## config.mk

```make
export PLATFORM = sky130hd
export DESIGN_NAME = opfr_ctrl
export DESIGN_NICKNAME = d
export VERILOG_FILES = /design/src/opfr_pkg.sv /design/src/opfr_ctrl.sv
export VERILOG_INCLUDE_DIRS = /design/src
export SDC_FILE = /design/constraint.sdc
export NUM_CORES = 1
export LEC_CHECK = 0
export ABC_CLOCK_PERIOD_IN_PS = 43700
export BUFFER_PORTS_ARGS = -buffer_cell sky130_fd_sc_hd__buf_2
export CORE_ASPECT_RATIO = 1.75
export CORE_MARGIN = 4
export CORE_UTILIZATION = 34
export DETAILED_ROUTE_END_ITERATION = 10
export SETUP_SLACK_MARGIN = 0.3
export SYNTH_ARGS = -nofsm -noshare
export SYNTH_HDL_FRONTEND = slang
export SYNTH_SLANG_ARGS = --single-unit
```

## constraint.sdc

```tcl
create_clock -name clk -period 43.7 [get_ports clk]
set_clock_uncertainty 0.05 [all_clocks]
set_input_delay 8.74 -clock clk [delete_from_list [all_inputs] [get_ports clk]]
set_output_delay 8.74 -clock clk [all_outputs]
set_load 0.005 [all_outputs]
```

## src/opfr_regs.svh

```systemverilog
`ifndef OPFR_REGS_SVH
`define OPFR_REGS_SVH
// Register indices on the control interface.
`define OPFR_CTRL2_ADDR      8'h02
`define OPFR_CTRL3_ADDR      8'h03
`define OPFR_CTRL2_RESET     16'h0000
`define OPFR_CTRL3_RESET     16'h0000
// Field positions of the first register.
`define OPFR_C2_ARST_HI      15
`define OPFR_C2_ARST_LO      10
`define OPFR_C2_EC_ARST      9
`define OPFR_C2_IPWM_EN      8
`define OPFR_C2_HB_PWM_HI    7
`define OPFR_C2_HB_PWM_LO    2
`define OPFR_C2_EC_PWM       1
`define OPFR_C2_FULL_SCALE   0
// Field positions of the second register.
`define OPFR_C3_ARST_HI      15
`define OPFR_C3_ARST_LO      11
`define OPFR_C3_HS_PWM_HI    10
`define OPFR_C3_HS_PWM_LO    6
`define OPFR_C3_RATE         5
`define OPFR_C3_SUPPLY       4
`define OPFR_C3_SENSE_HI     3
`define OPFR_C3_SENSE_LO     0
// Restart delays in microseconds and their cycle counts at 100 MHz.
`define OPFR_CLK_MHZ         100
`define OPFR_SLOW_US         1000
`define OPFR_FAST_US         100
`define OPFR_BULB_US         500
`define OPFR_SLOW_CYC        (`OPFR_SLOW_US * `OPFR_CLK_MHZ)
`define OPFR_FAST_CYC        (`OPFR_FAST_US * `OPFR_CLK_MHZ)
`define OPFR_BULB_CYC        (`OPFR_BULB_US * `OPFR_CLK_MHZ)
// Full-scale clamp code: 1.2 V of 1.5 V over 64 steps.
`define OPFR_DAC_CLAMP       6'h33
`endif

```

## src/opfr_pkg.sv

```systemverilog
package opfr_pkg;
  typedef enum logic [1:0] {
    OPFR_RUN = 2'b01,
    OPFR_OFF = 2'b10
  } opfr_out_state_t;
endpackage

```

## src/opfr_ctrl.sv

```systemverilog
`timescale 1ns/1ps
`include "opfr_regs.svh"
module opfr_ctrl
  import opfr_pkg::*;
#(
  parameter int N_OUT    = 11,
  parameter int SLOW_CYC = `OPFR_SLOW_CYC,
  parameter int FAST_CYC = `OPFR_FAST_CYC,
  parameter int BULB_CYC = `OPFR_BULB_CYC
) (
  // Clock and reset
  input  wire logic              clk,
  input  wire logic              rst,
  // Register port
  input  wire logic              reg_wr,
  input  wire logic [7:0]        reg_addr,
  input  wire logic [15:0]       reg_wdata,
  output logic      [15:0]       reg_rdata,
  // Output requests and faults, index 0 is output one, 11 is the EC pull-down
  input  wire logic [11:0]       out_en,
  input  wire logic [11:0]       overcurrent,
  input  wire logic [1:0]        bulb_mode,
  input  wire logic              internal_pwm_in,
  input  wire logic              pwm_in_a,
  input  wire logic              pwm_in_b,
  input  wire logic [5:0]        dac_code,
  // Supply faults and their clear
  input  wire logic              supply_over_evt,
  input  wire logic              supply_under_evt,
  input  wire logic              supply_good,
  input  wire logic              supply_flag_clr,
  // Drives and status
  output logic      [11:0]       power_output,
  output logic      [11:0]       per_output_overcurrent_flag,
  output logic                   global_fault_flag,
  output logic                   supply_over_flag,
  output logic                   supply_under_flag,
  output logic                   supply_shutdown,
  output logic                   internal_pwm_run,
  output logic      [5:0]        dac_out_code,
  output logic      [3:0]        sense_out_idx,
  output logic                   sense_active
);

  // ******************************************************************
  // Registers
  // ******************************************************************
  logic [15:0] ctrl2_q;
  logic [15:0] ctrl3_q;
  wire         wr2 = reg_wr && (reg_addr == `OPFR_CTRL2_ADDR);
  wire         wr3 = reg_wr && (reg_addr == `OPFR_CTRL3_ADDR);

  always_ff @(posedge clk or posedge rst) begin
    if (rst) begin
      ctrl2_q <= `OPFR_CTRL2_RESET;
      ctrl3_q <= `OPFR_CTRL3_RESET;
    end else begin
      if (wr2) ctrl2_q <= reg_wdata;
      if (wr3) ctrl3_q <= reg_wdata;
    end
  end

  // Unmapped addresses read as zero.
  assign reg_rdata = (reg_addr == `OPFR_CTRL2_ADDR) ? ctrl2_q :
                     (reg_addr == `OPFR_CTRL3_ADDR) ? ctrl3_q : 16'h0000;

  // ******************************************************************
  // Field decode
  // ******************************************************************
  wire [5:0]  arst_hb  = ctrl2_q[`OPFR_C2_ARST_HI:`OPFR_C2_ARST_LO];
  wire [4:0]  arst_hs  = ctrl3_q[`OPFR_C3_ARST_HI:`OPFR_C3_ARST_LO];
  wire [5:0]  gate_hb  = ctrl2_q[`OPFR_C2_HB_PWM_HI:`OPFR_C2_HB_PWM_LO];
  wire [4:0]  gate_hs  = ctrl3_q[`OPFR_C3_HS_PWM_HI:`OPFR_C3_HS_PWM_LO];
  wire        ipwm_en  = ctrl2_q[`OPFR_C2_IPWM_EN];
  wire        rate_sel = ctrl3_q[`OPFR_C3_RATE];
  wire        sup_off  = ctrl3_q[`OPFR_C3_SUPPLY];
  wire        full_scl = ctrl2_q[`OPFR_C2_FULL_SCALE];
  wire [3:0]  sense    = ctrl3_q[`OPFR_C3_SENSE_HI:`OPFR_C3_SENSE_LO];

  // Both registers list their outputs with the lowest number in the top bit,
  // so each field is mirrored here to give bit i to output i+1 in the half-bridge fields and to output i+7 in the high-side fields.
  wire [5:0]  arst_hb_m;
  wire [4:0]  arst_hs_m;
  wire [5:0]  gate_hb_m;
  wire [4:0]  gate_hs_m;
  genvar r;
  generate
    for (r = 0; r < 6; r++) begin : g_mirror
      assign arst_hb_m[r] = arst_hb[5-r];
      assign gate_hb_m[r] = gate_hb[5-r];
      if (r < 5) begin : g_hs
        assign arst_hs_m[r] = arst_hs[4-r];
        assign gate_hs_m[r] = gate_hs[4-r];
      end
    end
  endgenerate
  // Index 11 is the EC pull-down, whose bits sit apart from the output fields.
  wire [11:0] arst_en  = {ctrl2_q[`OPFR_C2_EC_ARST], arst_hs_m, arst_hb_m};
  wire [11:0] gate_sel = {ctrl2_q[`OPFR_C2_EC_PWM], gate_hs_m, gate_hb_m};

  // ******************************************************************
  // PWM source selection
  // ******************************************************************
  // Pin choice per output: 1 selects the second pin. The pairing is fixed,
  // so it is a constant and not a register field.
  wire [11:0] use_b    = 12'h290;
  // Internal PWM may gate high-side seven to ten only; output eleven, the
  // half-bridges and the EC pull-down never see it.
  wire [11:0] ipwm_ok  = 12'h3C0;

  assign internal_pwm_run = ipwm_en;
  // The waveform is qualified by the enable so a stale level cannot leak through.
  wire ipwm_sig = ipwm_en & internal_pwm_in;

  // ******************************************************************
  // Per-output protection and gating
  // ******************************************************************
  genvar g;
  generate
    for (g = 0; g < 12; g++) begin : g_out
      opfr_out_state_t st_q;
      logic [31:0]     cnt_q;
      logic [31:0]     dly;
      logic            flag_q;
      // Bulb-mode lamps use their own delay regardless of the rate bit.
      if (g == 6 || g == 7) begin : g_lamp
        assign dly = bulb_mode[g-6] ? BULB_CYC : (rate_sel ? FAST_CYC : SLOW_CYC);
      end else begin : g_std
        assign dly = rate_sel ? FAST_CYC : SLOW_CYC;
      end
      always_ff @(posedge clk or posedge rst) begin
        if (rst) begin
          st_q   <= OPFR_RUN;
          cnt_q  <= 32'h0;
          flag_q <= 1'b0;
        end else begin
          unique case (st_q)
            OPFR_RUN: begin
              if (overcurrent[g] && out_en[g]) begin
                st_q   <= OPFR_OFF;
                flag_q <= 1'b1;
                cnt_q  <= 32'h0;
              end
            end
            OPFR_OFF: begin
              // Clearing the restart bit mid-delay freezes the count and keeps the driver off.
              if (arst_en[g]) begin
                if (cnt_q + 32'h1 >= dly) begin
                  st_q <= OPFR_RUN;
                end else begin
                  cnt_q <= cnt_q + 32'h1;
                end
              end
            end
          endcase
        end
      end
      wire pin       = use_b[g] ? pwm_in_b : pwm_in_a;
      wire pin_ok    = gate_sel[g] ? pin : 1'b1;
      // Lamps seven to ten follow the internal waveform whenever the unit runs.
      wire ipwm_ok_g = (ipwm_ok[g] && ipwm_en) ? ipwm_sig : 1'b1;
      wire gate_ok   = pin_ok & ipwm_ok_g;
      // Gating is an AND mask, so a gate bit can never switch on a disabled driver.
      assign power_output[g] = out_en[g] & gate_ok & (st_q == OPFR_RUN) & ~supply_shutdown;
      // The flags are sticky; there is no clear port, only reset empties them.
      assign per_output_overcurrent_flag[g] = flag_q;
    end
  endgenerate

  // ******************************************************************
  // Supply fault policy
  // ******************************************************************
  logic sov_q;
  logic suv_q;
  always_ff @(posedge clk or posedge rst) begin
    if (rst) begin
      sov_q <= 1'b0;
      suv_q <= 1'b0;
    end else begin
      // A new event wins over a clear in the same cycle.
      if (supply_over_evt)
        sov_q <= 1'b1;
      else if (supply_flag_clr || (!sup_off && supply_good))
        sov_q <= 1'b0;
      if (supply_under_evt)
        suv_q <= 1'b1;
      else if (supply_flag_clr || (!sup_off && supply_good))
        suv_q <= 1'b0;
    end
  end
  assign supply_over_flag  = sov_q;
  assign supply_under_flag = suv_q;
  // The raw events are included so the drivers drop in the cycle of the event,
  // one cycle before the flags are registered.
  assign supply_shutdown   = sov_q | suv_q | supply_over_evt | supply_under_evt;
  assign global_fault_flag = (|per_output_overcurrent_flag) | sov_q | suv_q;

  // ******************************************************************
  // Reference code and current sense
  // ******************************************************************
  wire clamp = !full_scl && (dac_code > `OPFR_DAC_CLAMP);
  assign dac_out_code = clamp ? `OPFR_DAC_CLAMP : dac_code;

  wire s_ok = (sense == 4'h0) || (sense >= 4'h3 && sense <= 4'h6) || (sense >= 4'h8 && sense <= 4'hA);
  assign sense_active  = s_ok;
  assign sense_out_idx = s_ok ? sense : 4'hF;
endmodule

```

## Yosys cells after proc, flatten, opt, wreduce, memory -nomap -nowiden

Index checks and enable logic that the tools add are counted.

| word-level totals | value |
|---|---|
| bits in registers | 454 |
| bits in latches | 0 |
| memory bits (writable) | 0 |
| memory bits (read-only) | 0 |
| bits of input ports | 66 |
| memories kept | 0 |

| cells by class | value |
|---|---|
| add/subtract/negate cells | 12 |
| multiply operators | 0 |
| div/mod/pow operators | 0 |
| $lt $le $gt $ge | 17 |
| equality and inequality tests | 74 |
| shift-type cells | 0 |
| mux-type cells | 119 |
| bitwise logic cells | 47 |
| reductions and logical operators | 63 |

Operators by type and width:

| kind | number |
|---|---|
| 32-bit 2-to-1 mux | 38 |
| 32-bit case mux with 2 select lines | 12 |
| 32-bit by 1-bit adder with 32-bit output, second input constant | 12 |
| 32-bit >= comparator | 11 |
| 2-bit inequality test, second input constant | 48 |
| 2-bit 2-to-1 mux | 36 |
| 3-bit AND reduction | 24 |
| 2-bit case mux with 2 select lines | 12 |
| 1-bit AND | 41 |
| 32-bit by 17-bit >= comparator with 1-bit output | 1 |
| 16-bit 2-to-1 mux | 2 |
| 2-bit by 1-bit equality test with 1-bit output, second input constant | 12 |
| 2-bit equality test, second input constant | 12 |
| 2-bit AND reduction | 12 |
| 1-bit logical AND | 18 |
| 17-bit 2-to-1 mux | 1 |
| 8-bit by 2-bit equality test with 1-bit output, second input constant | 2 |
| 1-bit 2-to-1 mux | 16 |
| 12-bit OR reduction | 1 |
| 6-bit greater-than comparator, second input constant | 1 |
| 6-bit 2-to-1 mux | 1 |
| 1-bit bitwise OR | 5 |
| 4-bit by 2-bit >= comparator with 1-bit output, second input constant | 1 |
| 4-bit >= comparator, second input constant | 1 |
| other kinds (8) | 12 |

## Depth between registers and ports, before layout

| logic depth | value |
|---|---|
| depth after elaboration | 6 |
| mapped depth | 17 |
| gate-level depth less buffers | 15 |

## Worst setup path before layout

Ideal clock, no wire load.

| timing | value |
|---|---|
| path type | input to output |
| start point | input port supply_over_evt |
| end point | output port power_output[6] |
| arrival | 10061 ps |
| required time | 34910 ps |
| slack | 24849 ps |
| stages | 3 |
| path buffers | 0 |
| cell sequence | nor4_1 -> o21ai_0 -> nor2_1 |

| on the way | value |
|---|---|
| word-level cells in the longest chain between the ends | 4 |

RTL lines:

| item | RTL line | source |
|---|---|---|
| start: declaration | opfr_ctrl.sv:28 | `input wire logic supply_over_evt,` |
| 1-bit bitwise OR (2 in series) | opfr_ctrl.sv:195 | `assign supply_shutdown = sov_q \| suv_q \| supply_over_evt \| supply_under_evt;` |
| 1-bit inverter | opfr_ctrl.sv:164 | `assign power_output[g] = out_en[g] & gate_ok & (st_q == OPFR_RUN) & ~supply_shutdown;` |
| 1-bit AND | opfr_ctrl.sv:164 |  |
| end: declaration | opfr_ctrl.sv:33 | `output logic [11:0] power_output,` |

Every way passes these cells.

## Final worst setup path

| timing | value |
|---|---|
| start point | input port reg_addr[6] |
| end point | output port reg_rdata[5] |

| on the way | value |
|---|---|
| word-level cells in the longest chain between the ends | 3 |
| elaborated cells between the ends (all ways) | 4 |

RTL lines:

| item | RTL line | source |
|---|---|---|
| start: declaration | opfr_ctrl.sv:16 | `input wire logic [7:0] reg_addr,` |
| 8-bit by 2-bit equality test with 1-bit output (no source line) | n/a |  |
| 16-bit 2-to-1 mux | opfr_ctrl.sv:65 | `` (reg_addr == `OPFR_CTRL3_ADDR) ? ctrl3_q : 16'h0000; `` |
| 16-bit 2-to-1 mux (*) | opfr_ctrl.sv:64 | `` assign reg_rdata = (reg_addr == `OPFR_CTRL2_ADDR) ? ctrl2_q : `` |
| end: declaration | opfr_ctrl.sv:18 | `output logic [15:0] reg_rdata,` |

Mark *: on every way between the ends. The rest lies on a longest branch, timed or not.

==> impl_metrics.py <==
metrics = {
    "timing": {
        "hold_viol": 0,
        "slew-limit-headroom_pct": 20.5,
        "period_share_pct": 43.5,
        "rsz0062_at_grt": "false",
        "max_freq_mhz": 52.6,
        "setup_slack_ns": 24.71,
        "report.final.slew_viol_count": 0,
        "setup_viol": 0,
        "worst_pin_slew_ns": 1.18,
        "fin_tns_setup_ns": 0,
        "period_needed_ns": 18.99,
    },
    "synth": {
        "yosys-top-cells-area": "dfrtp_1 36%, ha_1 4.2%, and2_1 4.1%",
        "ys_types": 102,
        "syn_inst": 3407,
        "ys.flop_type": "dfrtp_1",
        "synth_edf_count": 0,
        "synth_area_um2": 30500,
        "ys_seq_elements": 454,
        "synth_async_sr_flop_share_pct": 100,
        "syn_area_per_cell_um2": 8.96,
        "yosysSeqAreaShare_pct": 37.2,
        "synth_top_area_cell": "dfrtp_1",
        "ys.warnings.count": 0,
        "synth_top_area_share_pct": 36.2,
        "synth_nets": 3575,
    },
    "worst_setup_path": {
        "cp-start-kind": "input port",
        "cp.required_ns": 34.91,
        "cp.arrival_ns": 10.20,
        "critPathCaptureType": "output pin",
        "reg2reg_depth": 14,
        "path_class": "in2out",
        "cp_max_fo": 17,
    },
    "route": {
        "drtAntennaViolNets": 0,
        "drtIter0Drc": 1574,
        "finalWirelength_um": 87600,
        "drc": 0,
        "avgViaCountPerCell": 5.82,
        "firstDrtPassIters": 6,
        "via_count": 27000,
        "wl_per_cell_um": 18.9,
    },
    "power_and_ir_drop": {
        "p_per_area_nw_per_um2": 33.9,
        "p_int_mw": 0.789,
        "power_leakage_nw": 14.3,
        "pwr-share-clk_pct": 39.7,
        "switching_power_mw": 0.358,
        "ir_worst_vdd_uv": 25.7,
        "swShare_pct": 31.2,
        "p_comb_share_pct": 16.9,
        "seq_power_share_pct": 43.4,
    },
    "clock_network": {
        "clock_latency_ns": 0.61,
        "tritoncts": "yes",
        "cts.path.max_buffers": 3,
        "htreeDepth": 2,
        "clock-root-buffer": "clkbuf_16",
        "hold_buffers": 0,
        "cts_resized": 0,
        "cts_num_sinks": 454,
        "postCtsSetupRepairBufs": 0,
        "numCtsBuffers": 50,
        "clk_pin_slew_ns": 0.06,
    },
    "floorplan": {
        "io_pins": 122,
        "die_x_um": 235,
        "die_h_um": 404,
        "rows": 145,
        "dieArea_um2": 94900,
        "core_area_um2": 89300,
        "start_util_pct": 34.2,
    },
    "grt": {
        "grt_usage_pct": 18.1,
        "overflow": 0,
        "use_met2_pct": 33.2,
        "grt_pass1_wl_um": 141000,
        "use_met3_pct": 2.08,
        "grt_pass1_vias": 27000,
        "grt_most_used_layer": "met2",
        "grt_antenna_before_repair": 8,
        "grt_max_degree": 120,
        "grt_use_met1_pct": 21.1,
    },
    "final_layout": {
        "syn_to_final_growth_pct": 10.6,
        "drive_above_1_share_pct": 11.2,
        "regArea_um2": 11400,
        "fin_nets": 3580,
        "layoutNonFillerInstCount": 4633,
        "fill_cells": 9132,
        "multi_input_area_um2": 17900,
    },
    "run": {
        "maxCapViolations": 0,
    },
    "placement": {
        "port_buffers": 121,
        "dp_cells": 4536,
        "routabilityCongestion": 0.905,
        "post-place-ws_ns": 24.75,
        "dp_hpwl_um": 63700,
    },
    "min_path": {
        "min_path_cells": 1,
        "hold_path_class": "reg2reg",
    },
    "status": {
        "status": "completed",
    },
}
-- registers in the layout (all words and copies together), names as in the netlist --
name	count
g_out.cnt_q	384
g_out.st_q	24
ctrl2_q	16
ctrl3_q	16
g_out.flag_q	12
supply_over_flag	1
supply_under_flag	1
-- metrics by stage --
stage	area, um2	power (mW)	hold slack (ns)	utilization [%]
finish	33800	1.15	0.449	37.8
global route	33800	1.21	0.472	37.8
CTS	33800	1.16	0.451	37.8
detailed placement	32000	0.699	0.437	35.9
global placement	32000	0.696	0.442	35.9
floorplan	30500	0.636	0.412	-
-- critical path, cell delays in order --
cell and delay [ns]:
buf_2 0.10, nor4b_1 0.30, nand2_1 0.63, nor2_1 0.29, buf_2 0.14
-- worst paths after layout --
path / start / end / slack [ns]
max in group asynchronous: rst / g_out[9].cnt_q[16]$_DFFE_PP0P_ / 33.77
worst max register to register: g_out[7].cnt_q[0]$_DFFE_PP0P_ / g_out[7].cnt_q[0]$_DFFE_PP0P_ / 38.41
worst min register to register: g_out[6].flag_q$_DFFE_PP0P_ / g_out[6].flag_q$_DFFE_PP0P_ / 0.45
worst max-delay path: reg_addr[6] / reg_rdata[5] / 24.71
worst min-delay path: g_out[6].flag_q$_DFFE_PP0P_ / g_out[6].flag_q$_DFFE_PP0P_ / 0.45
min in group asynchronous: rst / g_out[6].cnt_q[6]$_DFFE_PP0P_ / 8.22
-- kinds of logic (layout without fill, tap and decap cells) --
logic type                 after synthesis  after routing  share of synthesized area (%)
and+or+nand+nor                       1607           1607                           29.2
DFF                                    454            454                           37.2
other                                    0              4                              0
adders and majority gates              103            103                           4.21
xor gates and xnor gates               156            156                           4.47
AOI/OAI and AO/OA                      686            686                           17.2
buffers and inverters                  296            342                           4.06
muxes                                  105            105                           3.63
-- power groups by stage --
| stage | clock network, mW | logic (mW) | registers [mW] |
|---|---|---|---|
| after detailed placement | 0 | 0.194 | 0.505 |
| after floorplan | 0 | 0.157 | 0.479 |
| final | 0.455 | 0.193 | 0.498 |
| after global routing | 0.485 | 0.218 | 0.503 |
| after CTS | 0.472 | 0.195 | 0.497 |
| after global placement | 0 | 0.192 | 0.504 |
-- area by class of cell --
cell class	count	area share [%]
repair buffers	156	2.57
clock inverters	23	0.848
flip-flops and latches	454	33.7
well taps	1176	4.36
clock buffers	70	4.32
inverters	93	1.06
diodes	4	0.0296
multi-input cells	2657	53.1
-- cell usage after synthesis (27+ instances only) --
cell      number
a211oi_1      27
dfrtp_1      442
ha_1         102
nand2_1      292
o211ai_1      66
nand3_1      205
a22o_1        50
xnor2_1      102
o21ai_0       91
nand2b_1      35
or4_1         55
nand4_1      117
or3_1         47
nor3_1       102
buf_2         49
nor2_1       193
and4_1        50
clkbuf_1     125
and3_1        67
and2_1       202
mux2i_1       59
inv_1         93
a21oi_1       55
nor4_1        81
a31oi_1       43
a21o_1        29
a31o_2        30
nor2b_1       56
xor2_1        54
mux2_2        46
-- layer usage --
metal / routed length, um / vias up / share of wire [%]
li1: - / 12800 / -
met1: 34500 / 13200 / 39
met2: 45300 / 751 / 52
met3: 4190 / 234 / 4.8
met4: 3570 / 0 / 4.1
met5: 0 / - / 0
-- cells in the final DEF (no fill, tap or decap), types with 55 or more instances in the layout --
master / netlist / routed
xnor2_1: 102 / 102
ha_1: 102 / 102
nor4_1: 81 / 79
o21ai_0: 91 / 91
or4_1: 55 / 55
nor2_1: 193 / 193
and3_1: 67 / 67
nor2b_1: 56 / 56
o211ai_1: 66 / 66
and2_1: 202 / 202
dfrtp_1: 442 / 441
inv_1: 93 / 91
nand3_1: 205 / 205
nor3_1: 102 / 102
a21oi_1: 55 / 55
mux2i_1: 59 / 59
nand4_1: 117 / 117
nand2_1: 292 / 292
buf_2: 49 / 121
(Power assumes the default switching activity.)
